==> config.mk <==
export PLATFORM = sky130hd
export DESIGN_NAME = snpk_packer
export DESIGN_NICKNAME = d
export VERILOG_FILES = /design/src/hw/snpk_pkg.sv /design/src/hw/snpk_packer.sv /design/src/hw/snpk_pad.sv /design/src/hw/snpk_fifo.sv
export SDC_FILE = /design/constraint.sdc
export NUM_CORES = 1
export LEC_CHECK = 0
export BUFFER_PORTS_ARGS = -buffer_cell sky130_fd_sc_hd__buf_2
export CORE_MARGIN = 1.5
export CORE_UTILIZATION = 35
export CTS_BUF_LIST = sky130_fd_sc_hd__clkbuf_2 sky130_fd_sc_hd__clkbuf_4 sky130_fd_sc_hd__clkbuf_8
export DETAILED_ROUTE_END_ITERATION = 7
export GPL_ROUTABILITY_DRIVEN = 0
export HOLD_SLACK_MARGIN = 0.12
export PLACE_DENSITY_LB_ADDON = 0.15
export SLEW_MARGIN = 20
export SYNTH_ARGS = -nofsm -noshare
export SYNTH_HDL_FRONTEND = slang
export SYNTH_SLANG_ARGS = --single-unit
==> constraint.sdc <==
create_clock -name sys_clk -period 4.2 [get_ports sys_clk]
set_input_delay 0.84 -clock sys_clk [delete_from_list [all_inputs] [get_ports sys_clk]]
set_output_delay 0.84 -clock sys_clk [all_outputs]
set_load 0.05 [all_outputs]
==> src/hw/snpk_pkg.sv <==
// Shared constants and types of the numeric sample packer.
package snpk_pkg;

    // ------------------------------------------------------------------
    // Sample and lane geometry
    // ------------------------------------------------------------------
    // Width of one fixed-point base unit, the same for every value of the stream.
    localparam int SNPK_UNIT_W = 12;
    // One lane is the base unit rounded up to whole bytes.
    localparam int SNPK_LANE_W = ((SNPK_UNIT_W + 7) / 8) * 8;
    // Padding bits that sit above each base unit.
    localparam int SNPK_PAD_W = SNPK_LANE_W - SNPK_UNIT_W;
    // Lanes carried side by side on the wide output.
    localparam int SNPK_LANES = 2;
    // Wide output data width: two padded lanes.
    localparam int SNPK_WIDE_W = SNPK_LANES * SNPK_LANE_W;
    // Narrow output data width: a single padded lane.
    localparam int SNPK_NARROW_W = SNPK_LANE_W;

    // ------------------------------------------------------------------
    // Optional stream fields
    // ------------------------------------------------------------------
    // The block drives no identifier, destination or user sideband.
    localparam int SNPK_ID_W = 0;
    localparam int SNPK_DEST_W = 0;
    localparam int SNPK_USER_W = 0;
    // Largest advisable identifier and destination widths.
    localparam int SNPK_ID_W_MAX = 8;
    localparam int SNPK_DEST_W_MAX = 4;

    // ------------------------------------------------------------------
    // Word buffer between packer and output stages
    // ------------------------------------------------------------------
    localparam int SNPK_FIFO_DEPTH = 8;
    // Buffer word: data, then a two-unit flag, then the last flag on top.
    localparam int SNPK_FW_PAIR = SNPK_WIDE_W;
    localparam int SNPK_FW_LAST = SNPK_WIDE_W + 1;
    localparam int SNPK_FIFO_W = SNPK_WIDE_W + 2;

    // ------------------------------------------------------------------
    // Narrow output sequencer
    // ------------------------------------------------------------------
    typedef enum logic [1:0] {
        SNPK_NAR_LO = 2'b01,
        SNPK_NAR_HI = 2'b10
    } snpk_nar_t;

    // Whole state of the packer top.
    typedef struct packed {
        logic pend;
        logic [SNPK_LANE_W-1:0] pend_d;
        logic wv;
        logic [SNPK_WIDE_W-1:0] wd;
        logic wl;
        logic nv;
        logic [SNPK_LANE_W-1:0] nd;
        logic nl;
        snpk_nar_t nar;
        logic [SNPK_LANE_W-1:0] hi;
        logic hil;
    } snpk_main_st_t;

    // Value of the packer state after reset.
    localparam snpk_main_st_t SNPK_MAIN_RST = '{
        pend: 1'b0, pend_d: '0, wv: 1'b0, wd: '0, wl: 1'b0, nv: 1'b0,
        nd: '0, nl: 1'b0, nar: SNPK_NAR_LO, hi: '0, hil: 1'b0};

endpackage

==> src/hw/snpk_packer.sv <==
// Numeric sample packer: pads samples to lanes and drives wide and narrow streams.
//
// How it works
// - Each unit sits in a byte-rounded lane.
// - Stream data width is whole bytes.
// - All values share one unit width.
// - Real takes one unit, complex two, real first.
// - Unsigned padding bits are driven zero.
// - Signed padding bits copy the sign bit.
// - Units fill lanes first, then later transfers.
// - Only complete units get padded to bytes.
// - Unpacketized scalars keep the last flag low.
// - Unit-length vectors raise last every value.
// - Narrow complex: real transfer, then imaginary transfer.
// - Wide complex: both parts in one transfer.
// - Wide-to-narrow split keeps unit order.
// - Identifier at most 8, destination 4 bits.
// - User width a multiple of data bytes.
`timescale 1ns/1ps
`default_nettype none
module snpk_packer
    import snpk_pkg::*;
(
    input wire logic sys_clk,
    input wire logic rst_n,
    input wire logic cfg_signed,
    input wire logic cfg_complex,
    input wire logic cfg_unit_last,
    input wire logic cfg_narrow,
    input wire logic s_valid,
    output logic s_ready,
    input wire logic [SNPK_UNIT_W-1:0] s_re,
    input wire logic [SNPK_UNIT_W-1:0] s_im,
    output logic m_w_tvalid,
    input wire logic m_w_tready,
    output logic [SNPK_WIDE_W-1:0] m_w_tdata,
    output logic m_w_tlast,
    output logic m_n_tvalid,
    input wire logic m_n_tready,
    output logic [SNPK_NARROW_W-1:0] m_n_tdata,
    output logic m_n_tlast
);

    // ------------------------------------------------------------------
    // Declarations
    // ------------------------------------------------------------------
    snpk_main_st_t st_r; // Registered state of the block outside the buffer.
    snpk_main_st_t st_nxt; // Next state.
    logic [SNPK_LANES-1:0][SNPK_UNIT_W-1:0] units; // Raw units, real in slot 0.
    logic [SNPK_LANES-1:0][SNPK_LANE_W-1:0] lanes; // Padded lanes.
    logic f_in_valid; // Packed word offered to the buffer.
    logic f_in_ready; // Buffer has room.
    logic [SNPK_FIFO_W-1:0] f_in_data; // Packed word with flags.
    logic f_out_valid; // Buffer head is valid.
    logic f_out_ready; // An output stage takes the head.
    logic [SNPK_FIFO_W-1:0] f_out_data; // Buffer head.
    logic n_free; // Narrow output register may load this cycle.

    // ------------------------------------------------------------------
    // Lane padding
    // ------------------------------------------------------------------
    // The real part always occupies the first slot, the imaginary the second.
    assign units = {s_im, s_re};

    // Both lanes go through the same padder, so every value shares one width.
    genvar g;
    for (g = 0; g < SNPK_LANES; g++) begin : g_pad
        snpk_pad u_pad (
            .unit(units[g]),
            .is_signed(cfg_signed),
            .lane(lanes[g])
        );
    end

    // ------------------------------------------------------------------
    // Buffer
    // ------------------------------------------------------------------
    // The buffer decouples sample intake from output back-pressure.
    snpk_fifo #(
        .W(SNPK_FIFO_W),
        .DEPTH(SNPK_FIFO_DEPTH)
    ) u_fifo (
        .sys_clk(sys_clk),
        .rst_n(rst_n),
        .in_valid(f_in_valid),
        .in_ready(f_in_ready),
        .in_data(f_in_data),
        .out_valid(f_out_valid),
        .out_ready(f_out_ready),
        .out_data(f_out_data)
    );

    // ------------------------------------------------------------------
    // Next state
    // ------------------------------------------------------------------
    // Packing on the intake side, then the two output registers.
    always_comb begin
        st_nxt = st_r;
        f_in_valid = 1'b0;
        f_in_data = '0;
        s_ready = 1'b0;
        f_out_ready = 1'b0;
        n_free = !st_r.nv || m_n_tready;

        // Intake: build one buffer word per complex value, real pair or unit-last real.
        if (cfg_complex) begin
            // Both parts of a complex value travel in one wide word.
            f_in_data = {cfg_unit_last, 1'b1, lanes[1], lanes[0]};
            f_in_valid = s_valid;
            s_ready = f_in_ready;
        end else if (cfg_unit_last) begin
            // Each real is its own packet, so it rides alone in lane 0.
            f_in_data = {1'b1, 1'b0, {SNPK_LANE_W{1'b0}}, lanes[0]};
            f_in_valid = s_valid;
            s_ready = f_in_ready;
        end else if (!st_r.pend) begin
            // The first real of a pair waits for a partner.
            s_ready = 1'b1;
            if (s_valid) begin
                st_nxt.pend = 1'b1;
                st_nxt.pend_d = lanes[0];
            end
        end else begin
            // The earlier real goes to the lower lane, the later above it.
            f_in_data = {1'b0, 1'b1, lanes[0], st_r.pend_d};
            f_in_valid = s_valid;
            s_ready = f_in_ready;
            if (s_valid && f_in_ready) begin
                st_nxt.pend = 1'b0;
            end
        end

        // Wide output: a taken word frees the register.
        if (st_r.wv && m_w_tready) begin
            st_nxt.wv = 1'b0;
        end
        // The register only reloads once empty or taken, so data stays put.
        if (!cfg_narrow) begin
            f_out_ready = !st_r.wv || m_w_tready;
            if (f_out_valid && f_out_ready) begin
                st_nxt.wv = 1'b1;
                st_nxt.wd = f_out_data[SNPK_WIDE_W-1:0];
                st_nxt.wl = f_out_data[SNPK_FW_LAST];
            end
        end

        // Narrow output: a taken lane frees the register.
        if (st_r.nv && m_n_tready) begin
            st_nxt.nv = 1'b0;
        end
        case (st_r.nar)
            SNPK_NAR_LO: begin
                // Lower lane goes first; a second unit is parked for later.
                if (cfg_narrow) begin
                    f_out_ready = n_free;
                    if (f_out_valid && n_free) begin
                        st_nxt.nv = 1'b1;
                        st_nxt.nd = f_out_data[SNPK_LANE_W-1:0];
                        if (f_out_data[SNPK_FW_PAIR]) begin
                            st_nxt.nl = 1'b0;
                            st_nxt.hi = f_out_data[SNPK_WIDE_W-1:SNPK_LANE_W];
                            st_nxt.hil = f_out_data[SNPK_FW_LAST];
                            st_nxt.nar = SNPK_NAR_HI;
                        end else begin
                            st_nxt.nl = f_out_data[SNPK_FW_LAST];
                        end
                    end
                end
            end
            SNPK_NAR_HI: begin
                // Upper lane follows; a complex value closes on its imaginary part.
                if (n_free) begin
                    st_nxt.nv = 1'b1;
                    st_nxt.nd = st_r.hi;
                    st_nxt.nl = st_r.hil;
                    st_nxt.nar = SNPK_NAR_LO;
                end
            end
            default: begin
                st_nxt.nar = SNPK_NAR_LO;
            end
        endcase
    end

    // ------------------------------------------------------------------
    // Registers
    // ------------------------------------------------------------------
    always_ff @(posedge sys_clk) begin
        if (!rst_n) begin
            st_r <= SNPK_MAIN_RST;
        end else begin
            st_r <= st_nxt;
        end
    end

    // ------------------------------------------------------------------
    // Outputs
    // ------------------------------------------------------------------
    // Every data output comes straight from a register.
    assign m_w_tvalid = st_r.wv;
    assign m_w_tdata = st_r.wd;
    assign m_w_tlast = st_r.wl;
    assign m_n_tvalid = st_r.nv;
    assign m_n_tdata = st_r.nd;
    assign m_n_tlast = st_r.nl;

    // ------------------------------------------------------------------
    // Assertions
    // ------------------------------------------------------------------
    // A real taken with no partner waiting, in pairing mode.
    logic first_take;
    assign first_take = s_valid && s_ready && !cfg_complex && !cfg_unit_last && !st_r.pend;
endmodule
`default_nettype wire

==> src/hw/snpk_pad.sv <==
// Pads one base unit to a byte-aligned lane with sign or zero extension.
`timescale 1ns/1ps
`default_nettype none
module snpk_pad
    import snpk_pkg::*;
(
    input wire logic [SNPK_UNIT_W-1:0] unit,
    input wire logic is_signed,
    output logic [SNPK_LANE_W-1:0] lane
);

    // ------------------------------------------------------------------
    // Extension
    // ------------------------------------------------------------------
    // The unit arrives whole, so only a complete value is ever padded.
    // Signed units copy their top bit upward, unsigned units get zeros.
    assign lane = {{SNPK_PAD_W{is_signed & unit[SNPK_UNIT_W-1]}}, unit};

endmodule
`default_nettype wire

==> src/hw/snpk_fifo.sv <==
// Word FIFO with a registered read port and valid/ready on both sides.
`timescale 1ns/1ps
`default_nettype none
module snpk_fifo #(
    parameter int W = 8,
    parameter int DEPTH = 8
) (
    input wire logic sys_clk,
    input wire logic rst_n,
    input wire logic in_valid,
    output logic in_ready,
    input wire logic [W-1:0] in_data,
    output logic out_valid,
    input wire logic out_ready,
    output logic [W-1:0] out_data
);

    // ------------------------------------------------------------------
    // State
    // ------------------------------------------------------------------
    // Depth must be a power of two so the pointers wrap by themselves.
    localparam int AW = $clog2(DEPTH);

    typedef struct packed {
        logic [DEPTH-1:0][W-1:0] mem;
        logic [AW-1:0] wp;
        logic [AW-1:0] rp;
        logic [AW:0] cnt;
        logic ov;
        logic [W-1:0] od;
    } snpk_fifo_st_t;

    snpk_fifo_st_t st_r; // Registered state.
    snpk_fifo_st_t st_nxt; // Next state.
    logic push; // A word enters this cycle.
    logic load; // The read register takes a new word or empties.

    // ------------------------------------------------------------------
    // Next state
    // ------------------------------------------------------------------
    // Full is honest: the storage refuses a word once all entries hold data.
    always_comb begin
        st_nxt = st_r;
        in_ready = (st_r.cnt != (AW+1)'(DEPTH));
        push = in_valid && in_ready;
        load = !st_r.ov || out_ready;
        // A new word is written at the write pointer.
        if (push) begin
            st_nxt.mem[st_r.wp] = in_data;
            st_nxt.wp = st_r.wp + AW'(1);
        end
        // The read register refills from storage whenever it drains.
        if (load) begin
            if (st_r.cnt != '0) begin
                st_nxt.od = st_r.mem[st_r.rp];
                st_nxt.rp = st_r.rp + AW'(1);
                st_nxt.ov = 1'b1;
            end else begin
                st_nxt.ov = 1'b0;
            end
        end
        // Count entries still in storage.
        if (push && !(load && st_r.cnt != '0)) begin
            st_nxt.cnt = st_r.cnt + (AW+1)'(1);
        end else if (!push && load && st_r.cnt != '0) begin
            st_nxt.cnt = st_r.cnt - (AW+1)'(1);
        end
    end

    // ------------------------------------------------------------------
    // Registers
    // ------------------------------------------------------------------
    always_ff @(posedge sys_clk) begin
        if (!rst_n) begin
            st_r <= '0;
        end else begin
            st_r <= st_nxt;
        end
    end

    assign out_valid = st_r.ov;
    assign out_data = st_r.od;

endmodule
`default_nettype wire

After elaboration in Yosys (flattened, before gate mapping)
Index checks and enable logic that the tools add are counted.
- register bits after elaboration: 402
- input port bits: 33
- output and inout port bits: 53
- word-level logic and storage cells: 107
- add/subtract/negate cells: 4
- $lt $le $gt $ge: 3
- eq/ne operators: 7
- muxes and demuxes: 34
- bitwise gates (word level): 6
- reduce and logical (&&, ||, !) cells: 29
- operators with widths (kind ; count):
    $bwmux 272 ; 1
    $mux 34 ; 6
    $bmux 34 s3 ; 1
    $demux 34 s3 ; 1
    $mux 37 ; 2
    $pmux 18 s2 ; 1
    $mux 33 ; 1
    $mux 20 ; 1
    $mux 19 ; 1
    $mux 17 ; 1
    $reduce_and 4->1 ; 4
    $mux 1 ; 15
    $logic_and 1x1->1 ; 11
    $lt 3x4->1 const B ; 2
    $mux 4 ; 2
    $add 3x1->3 const B ; 2
    $ne 2x2->1 const B ; 3
    $reduce_and 2->1 ; 3
    $logic_not 1->1 ; 5
    $add 4x1->4 const B ; 1
    $ne 4x4->1 const B ; 1
    $not 1->1 ; 4
    $pmux 2 s2 ; 1
    $reduce_bool 2->1 ; 2
    other kinds (8) ; 11

Longest topological paths before layout
- depth in word-level cells: 10
- depth in mapped cells: 12
- gate-level depth less buffers: 12

Cells and area by module
From an unflattened synthesis, not the netlist that was laid out.
- cell total of the unflattened synthesis: 1842
- area total of the unflattened synthesis: 17327.9 um^2
- by module, submodules not included (module ; instances ; cells an instance ; area an instance (um^2) ; sequential area each (um^2)):
    snpk_fifo ; 1 ; 1290 ; 12737.2 ; 6346.1
    snpk_packer ; 1 ; 520 ; 4352.9 ; 1761.7
    snpk_pad ; 2 ; 16 ; 118.9 ; 0.0

Worst setup path after synthesis
No wires, ideal clock.
- path type: in2reg
- start point: in cfg_unit_last
- end point: reg u_fifo.st_r[38] (netlist name)
- setup time: 131 ps
- arrival time: 2610 ps
- data required time: 4069 ps
- slack: 1459 ps
- stages: 10
- buffers on the path: 1
- cells stage by stage: or3_1 -> and3_4 -> buf_6 -> nand2_1 -> ha_1 -> a21o_1 -> a21oi_1 -> and4_1 -> o21a_1 -> nor3_1
- word-level cells in the longest chain between the ends: 7
- elaborated cells on any way between the ends: 9
- classes of those cells: 3 x mux; 6 x reduce/logical
- ends and longest elaborated chain (element ; line ; RTL):
    start, declared ; snpk_packer.sv:28 ; input wire logic cfg_unit_last,
    $mux 1 (*) ; snpk_packer.sv:111 ; end else if (cfg_unit_last) begin
    $mux 1 (*) ; snpk_packer.sv:106 ; if (cfg_complex) begin
    $logic_and 1x1->1 (*) ; snpk_fifo.sv:45 ; push = in_valid && in_ready;
    $logic_not 1->1 ; snpk_fifo.sv:65 ; end else if (!push && load && st_r.cnt != '0) begin
    $logic_and 1x1->1 (2 in series) ; snpk_fifo.sv:65 ;
    $reduce_bool 2->1 (no source line) ; n/a ;
    end signal, assigned ; snpk_fifo.sv:77 ; st_r <= st_nxt;
    end, declared ; snpk_fifo.sv:33 ; snpk_fifo_st_t st_r;
Mark *: on every way between the ends. The rest lies on a longest branch, timed or not.
A chain may end at the register's enable or synchronous reset.

Worst setup path after layout
- start point: reg u_fifo.st_r[35] (netlist name)
- end point: out s_ready
- word-level cells in the longest chain between the ends: 4
- ends and longest elaborated chain (element ; line ; RTL):
    $ne 4x4->1 (*) ; snpk_fifo.sv:44 ; in_ready = (st_r.cnt != (AW+1)'(DEPTH));
    $mux 1 ; snpk_packer.sv:116 ; end else if (!st_r.pend) begin
    $mux 1 ; snpk_packer.sv:111 ;
    $mux 1 (*) ; snpk_packer.sv:106 ;
    end, declared ; snpk_packer.sv:31 ; output logic s_ready,
Marks and branches as above.

==> results.json <==
{
  "drcViolationCount": 0,
  "critical_path.cell_chain": "or4b_4 > nand2b_1 > buf_2",
  "wirelength_um": 37800,
  "max_freq_mhz": 361,
  "drtPass1Iterations": 5,
  "synth_top_cell_by_area": "dfxtp_1",
  "netlist_area_um2": 13800,
  "p_int_uw": 5760,
  "finalCritPeriodShare": 0.660,
  "ctsResizeCount": 0,
  "critical_path.slowest_cell": "or4b_4",
  "ys_ff_latch": 336,
  "wl_per_cell_um": 18.8,
  "combPwrFrac": 0.183,
  "tightest_slew_ps": 1090,
  "end_kind": "output port",
  "cts_tree": "yes",
  "maxSlewViolCount": 0,
  "switching_share": 0.312,
  "power_frac_seq": 0.453,
  "via_count": 10400,
  "critPathMaxFanout": 6,
  "pwr_density_cell_nw_per_um2": 547,
  "grt_pass1_vias": 9895,
  "die_x_um": 202,
  "final_cell_mix": "333 x dfxtp_1, 230 x nand3_1, 190 x o21ai_0",
  "grt_overflow": 0,
  "hold_violations": 0,
  "finClkSkew_ps": 26.8,
  "core-area_um2": 38800,
  "clkLatencyLatePin_ps": 610,
  "vdd_drop_max_mv": 0.243,
  "hp-class": "reg -> reg",
  "synth-main-ff-cell": "dfxtp_1",
  "critPathMaxStageDelay_ps": 590,
  "period_needed_ps": 2770,
  "status": "complete, no violations",
  "ys_types": 50,
  "yosys.area.top_type_share": 0.486,
  "initial_core_util": 0.356,
  "synth_edf_count": 0,
  "root_buffer": "clkbuf_8",
  "finalNetCount": 1488,
  "cts_buffer_depth": 3,
  "syn_avg_cell_area_um2": 9.45,
  "critPathKind": "reg -> out",
  "max_cap_viol_count": 0,
  "grt_max_degree": 121,
  "setup_tns_ps": 0,
  "port_buffers": 85,
  "h-tree-depth": 2,
  "synth_warnings": 0,
  "grt_setup_unrepaired": "no",
  "setup_violations": 0,
  "synthArstFlopShare": 0,
  "dieArea_um2": 40700,
  "syn_to_final_growth_pct": 10.5,
  "antenna_found_initial": 0,
  "seq_area_frac_synth": 0.486,
  "cts_sinks": 336,
  "crit_arrival_ps": 1930,
  "crit_required_ps": 3360,
  "cts_buffers": 56,
  "switchingPower_uw": 2610,
  "pin_count": 86,
  "gr-usage-all-layers": 0.184,
  "rows": 72,
  "ant_nets": 0,
  "pre_cts_ws_ps": 1070,
  "grt_pass1_wl_um": 58700,
  "syn-instance-count": 1464,
  "drt-initial-drc-count": 666,
  "postCtsHoldBufs": 0,
  "worst_slack_ps": 1430,
  "crit_path_start_kind": "register",
  "final_common_cell": "dfxtp_1",
  "die_h_um": 202,
  "postLayoutCoreUtil": 0.394,
  "synthTopCellsByArea": "dfxtp_1 49%, mux4_2 9.1%, nand3_1 8.4%, o21ai_0 6.9%, nand2_1 4.0%",
  "cts_setup_buffers": 0,
  "clk_pin_slew_ps": 60,
  "syn_nets": 1504,
  "via_per_inst": 5.19,
  "dp_hpwl_um": 23100,
  "leakage_uw": 0.00538,
  "max_slew_margin": 0.273,
  "pwr-share-clk": 0.363,
  "drive_gt1_frac": 0.186
}
kinds of logic (layout without fill, tap and decap cells):
| group | count (synthesis) | after routing | share of synthesized area |
|---|---|---|---|
| AND/OR/NAND/NOR | 438 | 438 | 0.150 |
| AO/OA/AOI/OAI | 406 | 406 | 0.162 |
| flip-flops | 336 | 336 | 0.486 |
| buffers and inverters | 184 | 208 | 0.0771 |
| multiplexers | 87 | 87 | 0.114 |
| adder cells (fa/ha/maj) | 7 | 7 | 0.00687 |
| XOR/XNOR | 6 | 6 | 0.00434 |
| other | 0 | 2 | 0 |
power by group through the flow:
stage | Combinational (uW) | Clock, uW | Sequential [uW]
after floorplan | 1350 | 0 | 3660
after global placement | 1540 | 0 | 3870
after detailed placement | 1550 | 0 | 3870
after CTS | 1560 | 3140 | 3800
after global routing | 1680 | 3270 | 3840
final | 1540 | 3040 | 3800
layout make-up:
type | instances | area, um2
multi-input combinational | 944 | 6060
fill | 3899 | 23500
clock inverter | 3 | 20.0
antenna | 2 | 5.00
tap | 518 | 648
inverter | 5 | 18.8
sequential | 336 | 6730
clock buffer | 95 | 1180
timing repair buffer | 105 | 634
routing by layer:
layer  part of all wire  vias to the layer above  track usage
li1                   -                     5189            -
met1               0.48                     4974        0.257
met2               0.45                      200        0.294
met3              0.047                       57       0.0318
met4              0.019                        0       0.0504
met5                  0                        -            0
path summary, 6_finish.rpt:
path,depth (start not counted),startpoint,slack [ps],end
max,3,u_fifo.st_r[35],1430,s_ready
min,2,m_w_tlast,450,m_w_tlast
max reg2reg,12,st_r[18],1650,u_fifo.st_r[38]
min reg2reg,2,m_w_tlast,450,m_w_tlast
state kept, by name, summed over array words and instances (netlist names):
| register | count |
|---|---|
| m_w_tlast | 1 |
| u_fifo.out_data | 28 |
| m_n_tdata | 13 |
| m_w_tvalid | 1 |
| m_n_tvalid | 1 |
| m_n_tlast | 1 |
| st_r | 30 |
| m_w_tdata | 26 |
| u_fifo.out_valid | 1 |
| u_fifo.st_r | 234 |
cells in the mapped netlist (all sizes together) (2+ instances only):
library cell  number
xnor2              3
nand3b             3
dfxtp            336
a22o              37
mux4              56
or3                2
nor3               4
nand3            233
inv                5
clkbuf            72
a21o               2
buf              107
nand2b             3
nor2              27
ha                 6
mux2i             31
a22oi             14
nand2            147
nor2b              9
o21ai            257
xor2               3
a32o               2
a21oi             87
through the flow:
step | hold slack, ps | instances | power (uW) | instance area, um2
4_1_cts | 439 | 2006 | 8500 | 15300
5_1_grt | 467 | 2006 | 8800 | 15300
3_5_place_dp | 444 | 1908 | 5420 | 14100
3_3_place_gp | 441 | 1908 | 5410 | 14100
6_report | 450 | 2008 | 8370 | 15300
2_1_floorplan | 435 | 1464 | 5010 | 13800
worst max-delay path, delay by kind of cell, from the launching register on:
kind	cells	cell delay, ps
flip-flops	1	370
buffers and inverters	1	200
AND/OR/NAND/NOR	2	750
(Power assumes the default switching activity.)
